$ cat src/kbd_emul_defines.svh
`ifndef KBD_EMUL_DEFINES_SVH
`define KBD_EMUL_DEFINES_SVH

// ==========================================
// register offsets within operational space
`define OFS_CONTROL 12'h100
`define OFS_INPUT 12'h104
`define OFS_OUTPUT 12'h108
`define OFS_STATUS 12'h10C

// ==========================================
// trapped legacy ports and commands
`define PORT_DATA 8'h60
`define PORT_CMD 8'h64
`define CMD_GATE_A20 8'hD1

// ==========================================
// control fields
`define CTL_EE 0
`define CTL_EI 1
`define CTL_CP 2
`define CTL_LEGACY_IRQ_ENABLE 3
`define CTL_EXTIRQ 4
`define CTL_GA20SEQ 5
`define CTL_KBDSEEN 6
`define CTL_AUXSEEN 7
`define CTL_A20 8

// ==========================================
// status fields
`define ST_OUT_FULL 0
`define ST_IN_FULL 1
`define ST_CMD_DATA 3
`define ST_AUX_FULL 5

// ==========================================
// reset values
`define CTL_RST 9'h000
`define BYTE_RST 8'h00

`endif

$ cat src/kbd_emul_pkg.sv
package kbd_emul_pkg;

    // trapped legacy i/o cycle
    typedef struct packed {
        logic       valid;
        logic       write;
        logic [7:0] port;
        logic [7:0] data;
    } io_req_s;

    // memory-space register access
    typedef struct packed {
        logic        rd;
        logic        wr;
        logic [11:0] addr;
        logic [31:0] wdata;
    } reg_req_s;

endpackage

$ cat src/legacy_keyboard_emulation_regs.sv
// How it works
// - four word registers at 100h, 104h, 108h, 10Ch from operational base
// - port 60h read returns output byte and clears output-full
// - port 60h write loads input byte, sets input-full, clears cmd/data
// - port 64h read returns status and changes nothing
// - port 64h write loads input byte, clears input-full, sets cmd/data
// - control bit 8 holds gate A20 state, compared on 60h write
// - bit 7 set on aux irq rise; writing 1 quiets mouse line
// - bit 6 set on kbd irq rise; writing 1 quiets keyboard line
// - bit 5 set by D1h written to 64h, cleared by other values
// - bit 4 lets keyboard controller irqs raise emulation interrupt
// - bit 3 with output-full drives keyboard or mouse line by aux flag
// - bit 2 raises emulation interrupt when output-full falls
// - bit 1 reports the emulation interrupt condition
// - bit 0 enables port decode, legacy lines and the trap and output-full-fall emulation interrupts, not the bit 4 ones
// - memory accesses to registers have no flag side effects
`timescale 1ns/1ps
`default_nettype none
`include "kbd_emul_defines.svh"

module legacy_keyboard_emulation_regs
    import kbd_emul_pkg::*;
(
    input wire logic clk_sys_i,
    input wire logic resetn_i,
    input wire io_req_s io_req_i,
    output logic io_claim_o,
    output logic io_ack_o,
    output logic [7:0] io_rdata_o,
    input wire reg_req_s reg_req_i,
    output logic reg_rvalid_o,
    output logic [31:0] reg_rdata_o,
    input wire logic kbd_irq_i,
    input wire logic aux_irq_i,
    output logic keyboard_interrupt_line_o,
    output logic mouse_interrupt_line_o,
    output logic emulation_irq_o
);

    // ==========================================
    // state
    logic [8:0] ctl_reg;
    logic [8:0] ctl_next;
    logic [7:0] in_reg;
    logic [7:0] in_next;
    logic [7:0] out_reg;
    logic [7:0] status_reg;
    logic [7:0] status_next;
    logic kbd_prev_reg;
    logic aux_prev_reg;
    logic of_prev_reg;
    logic kbd_mute_reg;
    logic kbd_mute_next;
    logic aux_mute_reg;
    logic aux_mute_next;
    logic kbd_line_reg;
    logic aux_line_reg;
    logic io_ack_reg;
    logic [7:0] io_rdata_reg;
    logic reg_rvalid_reg;
    logic [31:0] reg_rdata_reg;

    // ==========================================
    // i/o trap decode
    wire emu_on = ctl_reg[`CTL_EE];
    wire is60 = (io_req_i.port == `PORT_DATA);
    wire is64 = (io_req_i.port == `PORT_CMD);
    // decode only while enabled, so a disabled block stays invisible
    wire io_hit = io_req_i.valid & emu_on & (is60 | is64);
    wire rd60 = io_hit & ~io_req_i.write & is60;
    wire wr60 = io_hit & io_req_i.write & is60;
    wire rd64 = io_hit & ~io_req_i.write & is64;
    wire wr64 = io_hit & io_req_i.write & is64;

    // ==========================================
    // memory decode
    wire sel_ctl = (reg_req_i.addr == `OFS_CONTROL);
    wire sel_in = (reg_req_i.addr == `OFS_INPUT);
    wire sel_out = (reg_req_i.addr == `OFS_OUTPUT);
    wire sel_st = (reg_req_i.addr == `OFS_STATUS);
    wire wr_ctl = reg_req_i.wr & sel_ctl;
    wire wr_in = reg_req_i.wr & sel_in;
    wire wr_out = reg_req_i.wr & sel_out;
    wire wr_st = reg_req_i.wr & sel_st;
    wire [31:0] wd = reg_req_i.wdata;

    // ==========================================
    // event detection
    wire kbd_rise = kbd_irq_i & ~kbd_prev_reg;
    wire aux_rise = aux_irq_i & ~aux_prev_reg;
    wire of_fall = of_prev_reg & ~status_reg[`ST_OUT_FULL];
    wire of_rise = ~of_prev_reg & status_reg[`ST_OUT_FULL];
    // matching A20 value needs no software help
    wire a20_match = ctl_reg[`CTL_GA20SEQ] &
        (io_req_i.data[1] == ctl_reg[`CTL_A20]);
    wire ext_evt = ctl_reg[`CTL_EXTIRQ] & (kbd_rise | aux_rise);
    wire cp_evt = emu_on & ctl_reg[`CTL_CP] & of_fall;
    wire io_evt = wr64 | (wr60 & ~a20_match);
    wire ei_set = ext_evt | cp_evt | io_evt;

    // ==========================================
    // control next value
    always_comb begin
        ctl_next = ctl_reg;
        if (wr_ctl) begin
            // reserved bits are not stored and read back as zero
            ctl_next[`CTL_EE] = wd[`CTL_EE];
            ctl_next[`CTL_EI] = wd[`CTL_EI];
            ctl_next[`CTL_CP] = wd[`CTL_CP];
            ctl_next[`CTL_LEGACY_IRQ_ENABLE] = wd[`CTL_LEGACY_IRQ_ENABLE];
            ctl_next[`CTL_EXTIRQ] = wd[`CTL_EXTIRQ];
            ctl_next[`CTL_GA20SEQ] = wd[`CTL_GA20SEQ];
            ctl_next[`CTL_A20] = wd[`CTL_A20];
            if (wd[`CTL_KBDSEEN]) begin
                ctl_next[`CTL_KBDSEEN] = 1'b0;
            end
            if (wd[`CTL_AUXSEEN]) begin
                ctl_next[`CTL_AUXSEEN] = 1'b0;
            end
        end
        if (wr64) begin
            ctl_next[`CTL_GA20SEQ] =
                (io_req_i.data == `CMD_GATE_A20);
        end
        // hardware sets beat software clears in the same cycle
        if (kbd_rise) begin
            ctl_next[`CTL_KBDSEEN] = 1'b1;
        end
        if (aux_rise) begin
            ctl_next[`CTL_AUXSEEN] = 1'b1;
        end
        if (ei_set) begin
            ctl_next[`CTL_EI] = 1'b1;
        end
    end

    // ==========================================
    // status and input next values
    always_comb begin
        status_next = status_reg;
        in_next = in_reg;
        if (rd60) begin
            status_next[`ST_OUT_FULL] = 1'b0;
        end
        if (wr60) begin
            in_next = io_req_i.data;
            status_next[`ST_IN_FULL] = 1'b1;
            status_next[`ST_CMD_DATA] = 1'b0;
        end
        if (wr64) begin
            in_next = io_req_i.data;
            status_next[`ST_IN_FULL] = 1'b0;
            status_next[`ST_CMD_DATA] = 1'b1;
        end
        // plain stores; a software load of a new byte wins
        if (wr_st) begin
            status_next = wd[7:0];
        end
        if (wr_in) begin
            in_next = wd[7:0];
        end
    end

    // ==========================================
    // line mute after software acknowledge
    always_comb begin
        kbd_mute_next = kbd_mute_reg;
        aux_mute_next = aux_mute_reg;
        if (wr_ctl && wd[`CTL_KBDSEEN]) begin
            kbd_mute_next = 1'b1;
        end
        if (wr_ctl && wd[`CTL_AUXSEEN]) begin
            aux_mute_next = 1'b1;
        end
        // a fresh byte or a fresh edge rearms the line
        if (of_rise || kbd_rise) begin
            kbd_mute_next = 1'b0;
        end
        if (of_rise || aux_rise) begin
            aux_mute_next = 1'b0;
        end
    end

    // ==========================================
    // legacy line generation
    wire line_base = emu_on & ctl_reg[`CTL_LEGACY_IRQ_ENABLE] &
        status_reg[`ST_OUT_FULL];
    wire kbd_line_next = line_base & ~status_reg[`ST_AUX_FULL] &
        ~kbd_mute_reg;
    wire aux_line_next = line_base & status_reg[`ST_AUX_FULL] &
        ~aux_mute_reg;

    // ==========================================
    // read muxes
    wire [31:0] reg_rd_mux =
        sel_ctl ? {23'h0, ctl_reg} :
        sel_in ? {24'h000000, in_reg} :
        sel_out ? {24'h000000, out_reg} :
        sel_st ? {24'h000000, status_reg} :
        32'h00000000;
    wire [7:0] io_rd_mux = is60 ? out_reg : status_reg;

    // ==========================================
    // registers
    always_ff @(posedge clk_sys_i or negedge resetn_i) begin
        if (!resetn_i) begin
            ctl_reg <= `CTL_RST;
            in_reg <= `BYTE_RST;
            out_reg <= `BYTE_RST;
            status_reg <= `BYTE_RST;
        end else begin
            ctl_reg <= ctl_next;
            in_reg <= in_next;
            status_reg <= status_next;
            if (wr_out) begin
                out_reg <= wd[7:0];
            end
        end
    end

    always_ff @(posedge clk_sys_i or negedge resetn_i) begin
        if (!resetn_i) begin
            kbd_prev_reg <= 1'b0;
            aux_prev_reg <= 1'b0;
            of_prev_reg <= 1'b0;
            kbd_mute_reg <= 1'b0;
            aux_mute_reg <= 1'b0;
            kbd_line_reg <= 1'b0;
            aux_line_reg <= 1'b0;
        end else begin
            kbd_prev_reg <= kbd_irq_i;
            aux_prev_reg <= aux_irq_i;
            of_prev_reg <= status_reg[`ST_OUT_FULL];
            kbd_mute_reg <= kbd_mute_next;
            aux_mute_reg <= aux_mute_next;
            kbd_line_reg <= kbd_line_next;
            aux_line_reg <= aux_line_next;
        end
    end

    always_ff @(posedge clk_sys_i or negedge resetn_i) begin
        if (!resetn_i) begin
            io_ack_reg <= 1'b0;
            io_rdata_reg <= `BYTE_RST;
            reg_rvalid_reg <= 1'b0;
            reg_rdata_reg <= 32'h00000000;
        end else begin
            io_ack_reg <= io_hit;
            io_rdata_reg <= io_rd_mux;
            reg_rvalid_reg <= reg_req_i.rd;
            reg_rdata_reg <= reg_rd_mux;
        end
    end

    // ==========================================
    // outputs
    assign io_claim_o = io_hit;
    assign io_ack_o = io_ack_reg;
    assign io_rdata_o = io_rdata_reg;
    assign reg_rvalid_o = reg_rvalid_reg;
    assign reg_rdata_o = reg_rdata_reg;
    assign keyboard_interrupt_line_o = kbd_line_reg;
    assign mouse_interrupt_line_o = aux_line_reg;
    assign emulation_irq_o = ctl_reg[`CTL_EI];
endmodule
`default_nettype wire

$ cat config.mk
export PLATFORM = sky130hd
export DESIGN_NAME = legacy_keyboard_emulation_regs
export DESIGN_NICKNAME = d
export VERILOG_FILES = /design/src/kbd_emul_pkg.sv /design/src/legacy_keyboard_emulation_regs.sv
export VERILOG_INCLUDE_DIRS = /design/src
export SDC_FILE = /design/constraint.sdc
export NUM_CORES = 1
export LEC_CHECK = 0
export ABC_AREA = 1
export BUFFER_PORTS_ARGS = -buffer_cell sky130_fd_sc_hd__buf_2
export CAP_MARGIN = 20
export CORE_UTILIZATION = 43
export CTS_CLUSTER_DIAMETER = 150
export DETAILED_ROUTE_END_ITERATION = 8
export GPL_ROUTABILITY_DRIVEN = 0
export GPL_TIMING_DRIVEN = 0
export PLACE_DENSITY = 0.75
export SYNTH_ARGS = -nofsm -noshare
export SYNTH_HDL_FRONTEND = slang
export SYNTH_SLANG_ARGS = --single-unit
$ cat constraint.sdc
create_clock -name clk_sys_i -period 1.2 [get_ports clk_sys_i]
set_input_delay 0.18 -clock clk_sys_i [delete_from_list [all_inputs] [get_ports clk_sys_i]]
set_output_delay 0.18 -clock clk_sys_i [all_outputs]
set_load 0.005 [all_outputs]
**Yosys cells after proc, flatten, opt, wreduce, memory -nomap -nowiden**

Index checks and enable logic that the tools add are counted.

- Output and inout bits: 46
- Input bits: 68
- Word-level logic and storage cells: 111
- Flip-flop bits (word level): 59
- Bits in latches: 0
- RAM bits: 0
- Bits in read-only memories: 0
- Memories: 0

- Eq/ne operators: 8
- Magnitude comparators: 0
- Bitwise operators: 40
- Add/sub/neg operators: 0
- Multiply operators: 0
- Multiplexer cells: 25
- Reductions and logical operators: 17
- Shifts and indexed selects: 0
- Divide/modulo/power cells: 0

Operators by type and width:

| kind | count |
|---|---|
| $mux 8 | 8 |
| $eq 12x9->1 const B | 4 |
| $and 1x1->1 | 26 |
| $reduce_bool 2->1 | 9 |
| $eq 8x7->1 const B | 2 |
| $mux 1 | 15 |
| $mux 9 | 1 |
| $not 1->1 | 9 |
| $eq 8x8->1 const B | 1 |
| $reduce_bool 3->1 | 2 |
| $or 1x1->1 | 5 |
| $mux 4 | 1 |
| $reduce_and 2->1 | 2 |
| $logic_and 1x1->1 | 2 |
| $logic_or 1x1->1 | 2 |
| $eq 1x1->1 | 1 |

**Logic depth before layout (Yosys ltp)**

- Depth in word-level cells: 9
- Gate-level depth with buffers: 10
- Mapped depth without buffers: 10

**Least setup slack after synthesis**

Ideal clock, no wire load.

- Path type: input -> register
- Start point: input reg_req_i[32] (netlist name)
- End point: register ctl_reg[0]
- Buffers on the path: 0
- Setup time: 127 ps
- Required time: 1073 ps
- Data arrival time: 1149 ps
- Path slack: -76 ps
- Stages on the path: 8
- Cells stage by stage: inv_1 -> nand2_1 -> inv_1 -> nand3_1 -> nor3_1 -> nand2_1 -> nand2_1 -> o21ai_0

- Word-level cells in the longest chain between the ends: 2

Ends and longest elaborated chain:

| item | line | source |
|---|---|---|
| start: declaration | legacy_keyboard_emulation_regs.sv:30 | `input wire reg_req_s reg_req_i,` |
| $eq 12x9->1 (no source line) | - |  |
| $and 1x1->1 | legacy_keyboard_emulation_regs.sv:81 | `wire wr_ctl = reg_req_i.wr & sel_ctl;` |
| end signal: assignment | legacy_keyboard_emulation_regs.sv:207 | `` ctl_reg <= `CTL_RST; `` |
| end signal: assignment | legacy_keyboard_emulation_regs.sv:212 | `ctl_reg <= ctl_next;` |
| end: declaration | legacy_keyboard_emulation_regs.sv:42 | `logic [8:0] ctl_reg;` |

No other way between the ends.
A chain may end at the register's enable or synchronous reset.

**Worst setup path in the final report**

- Start point: register ctl_reg[0]
- End point: output io_claim_o

- Word-level cells in the longest chain between the ends: 2

Ends and longest elaborated chain:

| item | line | source |
|---|---|---|
| $and 1x1->1 (2 in series) | legacy_keyboard_emulation_regs.sv:69 | `wire io_hit = io_req_i.valid & emu_on & (is60 \| is64);` |
| end: declaration | legacy_keyboard_emulation_regs.sv:27 | `output logic io_claim_o,` |

No other way between the ends.

==> impl_metrics.csv <==
group,metric,value,unit
setup_path,rr_worst_depth,7,
layout,drive_above_1_share,0.300,
sta,rsz0062_at_grt,"yes",
layout,diodes,0,
floorplanning,die_x,84.8,µm
status,violations,"DRC, setup timing",
logic_synthesis,seq_area_frac_synth,0.500,
setup_path,worstSetupPathType,"flip-flop to output port",
sta,slew_headroom,0.582,
cts,cts_buffer_depth,2,
min_path,holdPathStages,3,
cts,clk_pin_slew_worst_paths,0.06,ns
sta,setup_viol,2,
setup_path,cp_max_fo,4,
power_and_ir_drop,total_power,3.98,mW
sta,period_minus_slack,1.26,ns
logic_synthesis,syn_area_per_cell,7.78,µm²
global_route,antenna_found_initial,0,
setup_path,required,1.02,ns
sta,fin_crit_sh,1.05,
detailed_routing,drtIter0Drc,259,
setup_path,critPathMostFrequentCell,"inv_2",
global_route,grt_start_max_net_pins,38,
setup_path,path_depth,5,
placed_design,hpwlAfterDp,5400,µm
floorplanning,num_io_pins,114,
setup_path,slowest_stage,"dfrtp_1",
cts,clkSinkCount,59,
setup_path,crit_family,"flip-flops",
cts,clk_latency,0.35,ns
global_route,grt_pass1_wl,12000,µm
layout,syn2layout_area_growth,34.3,%
status,status,"finished, violations left",
logic_synthesis,syn_inst,379,
logic_synthesis,ys_ff_latch,59,
setup_path,path_cells,"nand2_1 > inv_2 > nand2_2 > inv_2 > buf_6",
cts,cts_tree,"done",
logic_synthesis,syn_area,2950,µm²
sta,skew,0.00543,ns
setup_path,critical_path_arrival,1.08,ns
detailed_routing,wl,7790,µm
sta,max_freq,794,MHz
logic_synthesis,synth_cell_type_count,24,
floorplanning,die_area,7200,µm²
global_route,track_usage,0.219,
sta,worstMarginPinSlew,0.623,ns
setup_path,cpPeakStageDelay,0.38,ns
detailed_routing,antenna_left,0,
detailed_routing,wire_per_inst,13.4,µm
floorplanning,start_util,0.454,
power_and_ir_drop,p_per_area,1000,nW/µm²
setup_path,cp_num_buf_inv,3,
power_and_ir_drop,irDropWorstVdd,0.515,mV
detailed_routing,drc_errors,11,
setup_path,end_kind,"output port",
cts,htree_levels,3,
floorplanning,core_area,6490,µm²
sta,setup_slack,-0.0588,ns
layout,finalCoreUtilization,0.610,
flow_run,cap_violations,0,
floorplanning,rows,29,
power_and_ir_drop,leakagePower,2.25,nW
detailed_routing,dr.pass1.iters,9,
global_route,grt_pass1_vias,2555,
logic_synthesis,yosys_warnings,0,
cts,root_buffer,"clkbuf_8",
layout,final_cell_mix,"nand2_1 (107), buf_2 (65), dfrtp_1 (59), inv_1 (44), buf_4 (38)",
detailed_routing,via_per_inst,4.99,
floorplanning,die_h,84.8,µm
sta,hold_viol,0,
placed_design,numPortBuffers,66,
layout,final_common_cell,"nand2_1",
detailed_routing,num_vias,2911,
layout,nNetsFinal,569,
cts,numCtsBuffers,9,
sta,slew_viol_final,0,
min_path,worst_hold_path_type,"input pin to flip-flop",
global_route,grt-ovfl-total,0,
setup_path,cp-start-kind,"flip-flop",
final cells by class:
| class | instances | area, µm² |
|---|---|---|
| clock inverter | 2 | 10.0 |
| buffer | 30 | 230 |
| sequential | 59 | 1480 |
| multi-input combinational | 261 | 1240 |
| tap | 77 | 96.3 |
| timing repair buffer | 89 | 543 |
| inverter | 51 | 199 |
| clock buffer | 14 | 163 |
| fill | 560 | 2530 |
report_power, final:
part           internal, mW  switching [mW]
registers              2.00         0.00704
logic                 0.150           0.195
clock network         0.857           0.768
total                  3.01           0.970
worst register-to-register path, stage by stage, from the launching register on:
cell and delay (ns):
dfrtp_1 0.38, nand2_1 0.07, inv_2 0.05, nand3_1 0.18
nand2_4 0.10, buf_4 0.15, nand2_1 0.06, nand2_1 0.05
cells in the mapped netlist, drive strengths merged:
master | number | area share
nor3 | 6 | 0.016
clkbuf | 2 | 0.0025
a21oi | 5 | 0.0085
nand2 | 114 | 0.15
nand4 | 6 | 0.013
conb | 1 | 0.0013
nand3 | 39 | 0.070
clkinv | 1 | 0.0013
dfrtp | 59 | 0.50
buf | 28 | 0.070
o21ai | 39 | 0.066
nor4 | 2 | 0.0042
inv | 50 | 0.064
o31ai | 1 | 0.0025
nor2 | 26 | 0.034
what timing repair did:
action / in CTS / in global routing
hold endpoints to repair: 25 / 0
pin swaps: 3 / 9
setup buffers: 2 / 15
gates cloned: 0 / 2
resized for setup: 6 / 27
setup endpoints to repair: 17 / 40
hold buffers: 4 / 0
per-layer routing:
| layer | wire, µm | up-vias | track usage | share of wire |
|---|---|---|---|---|
| li1 | - | 1399 | - | - |
| met1 | 3200 | 1313 | 0.272 | 0.41 |
| met2 | 3710 | 173 | 0.359 | 0.48 |
| met3 | 682 | 26 | 0.0720 | 0.088 |
| met4 | 201 | 0 | 0.0770 | 0.026 |
| met5 | 0 | - | 0 | 0 |
worst paths after layout:
path	from	to	slack, ns
worst max-delay path	ctl_reg[0]$_DFFE_PN0P_	io_claim_o	-0.06
worst min-delay path	reg_req_i[4]	out_reg[4]$_DFFE_PN0P_	0.08
worst max register to register	ctl_reg[0]$_DFFE_PN0P_	in_reg[1]$_DFFE_PN0P_	0.05
worst min register to register	kbd_mute_reg$_DFFE_PN0P_	keyboard_interrupt_line_o$_DFF_PN0_	0.44
max in group asynchronous	resetn_i	reg_rdata_o[0]$_DFF_PN0_	0.27
min in group asynchronous	resetn_i	io_rdata_o[2]$_DFF_PN0_	0.35
logic make-up after synthesis:
group                  synth area share
other                           0.00127
buffers and inverters             0.137
AO/OA/AOI/OAI                    0.0772
AND/OR/NAND/NOR                   0.284
flip-flops                        0.500
per-stage QoR:
stage	setup TNS, ns	cells	instance area (µm²)	hold WS (ns)	setup slack, ns
floorplan	-0.205	401	3070	-0.116	-0.0273
global placement	-20.72	544	3500	0.292	-0.390
detailed placement	-15.47	545	3520	0.189	-0.460
CTS	-0.0747	567	3760	0.0744	-0.0747
global route	-0.736	583	3960	0.0777	-0.115
finish	-0.0811	583	3960	0.0765	-0.0588
(Power assumes the default switching activity.)
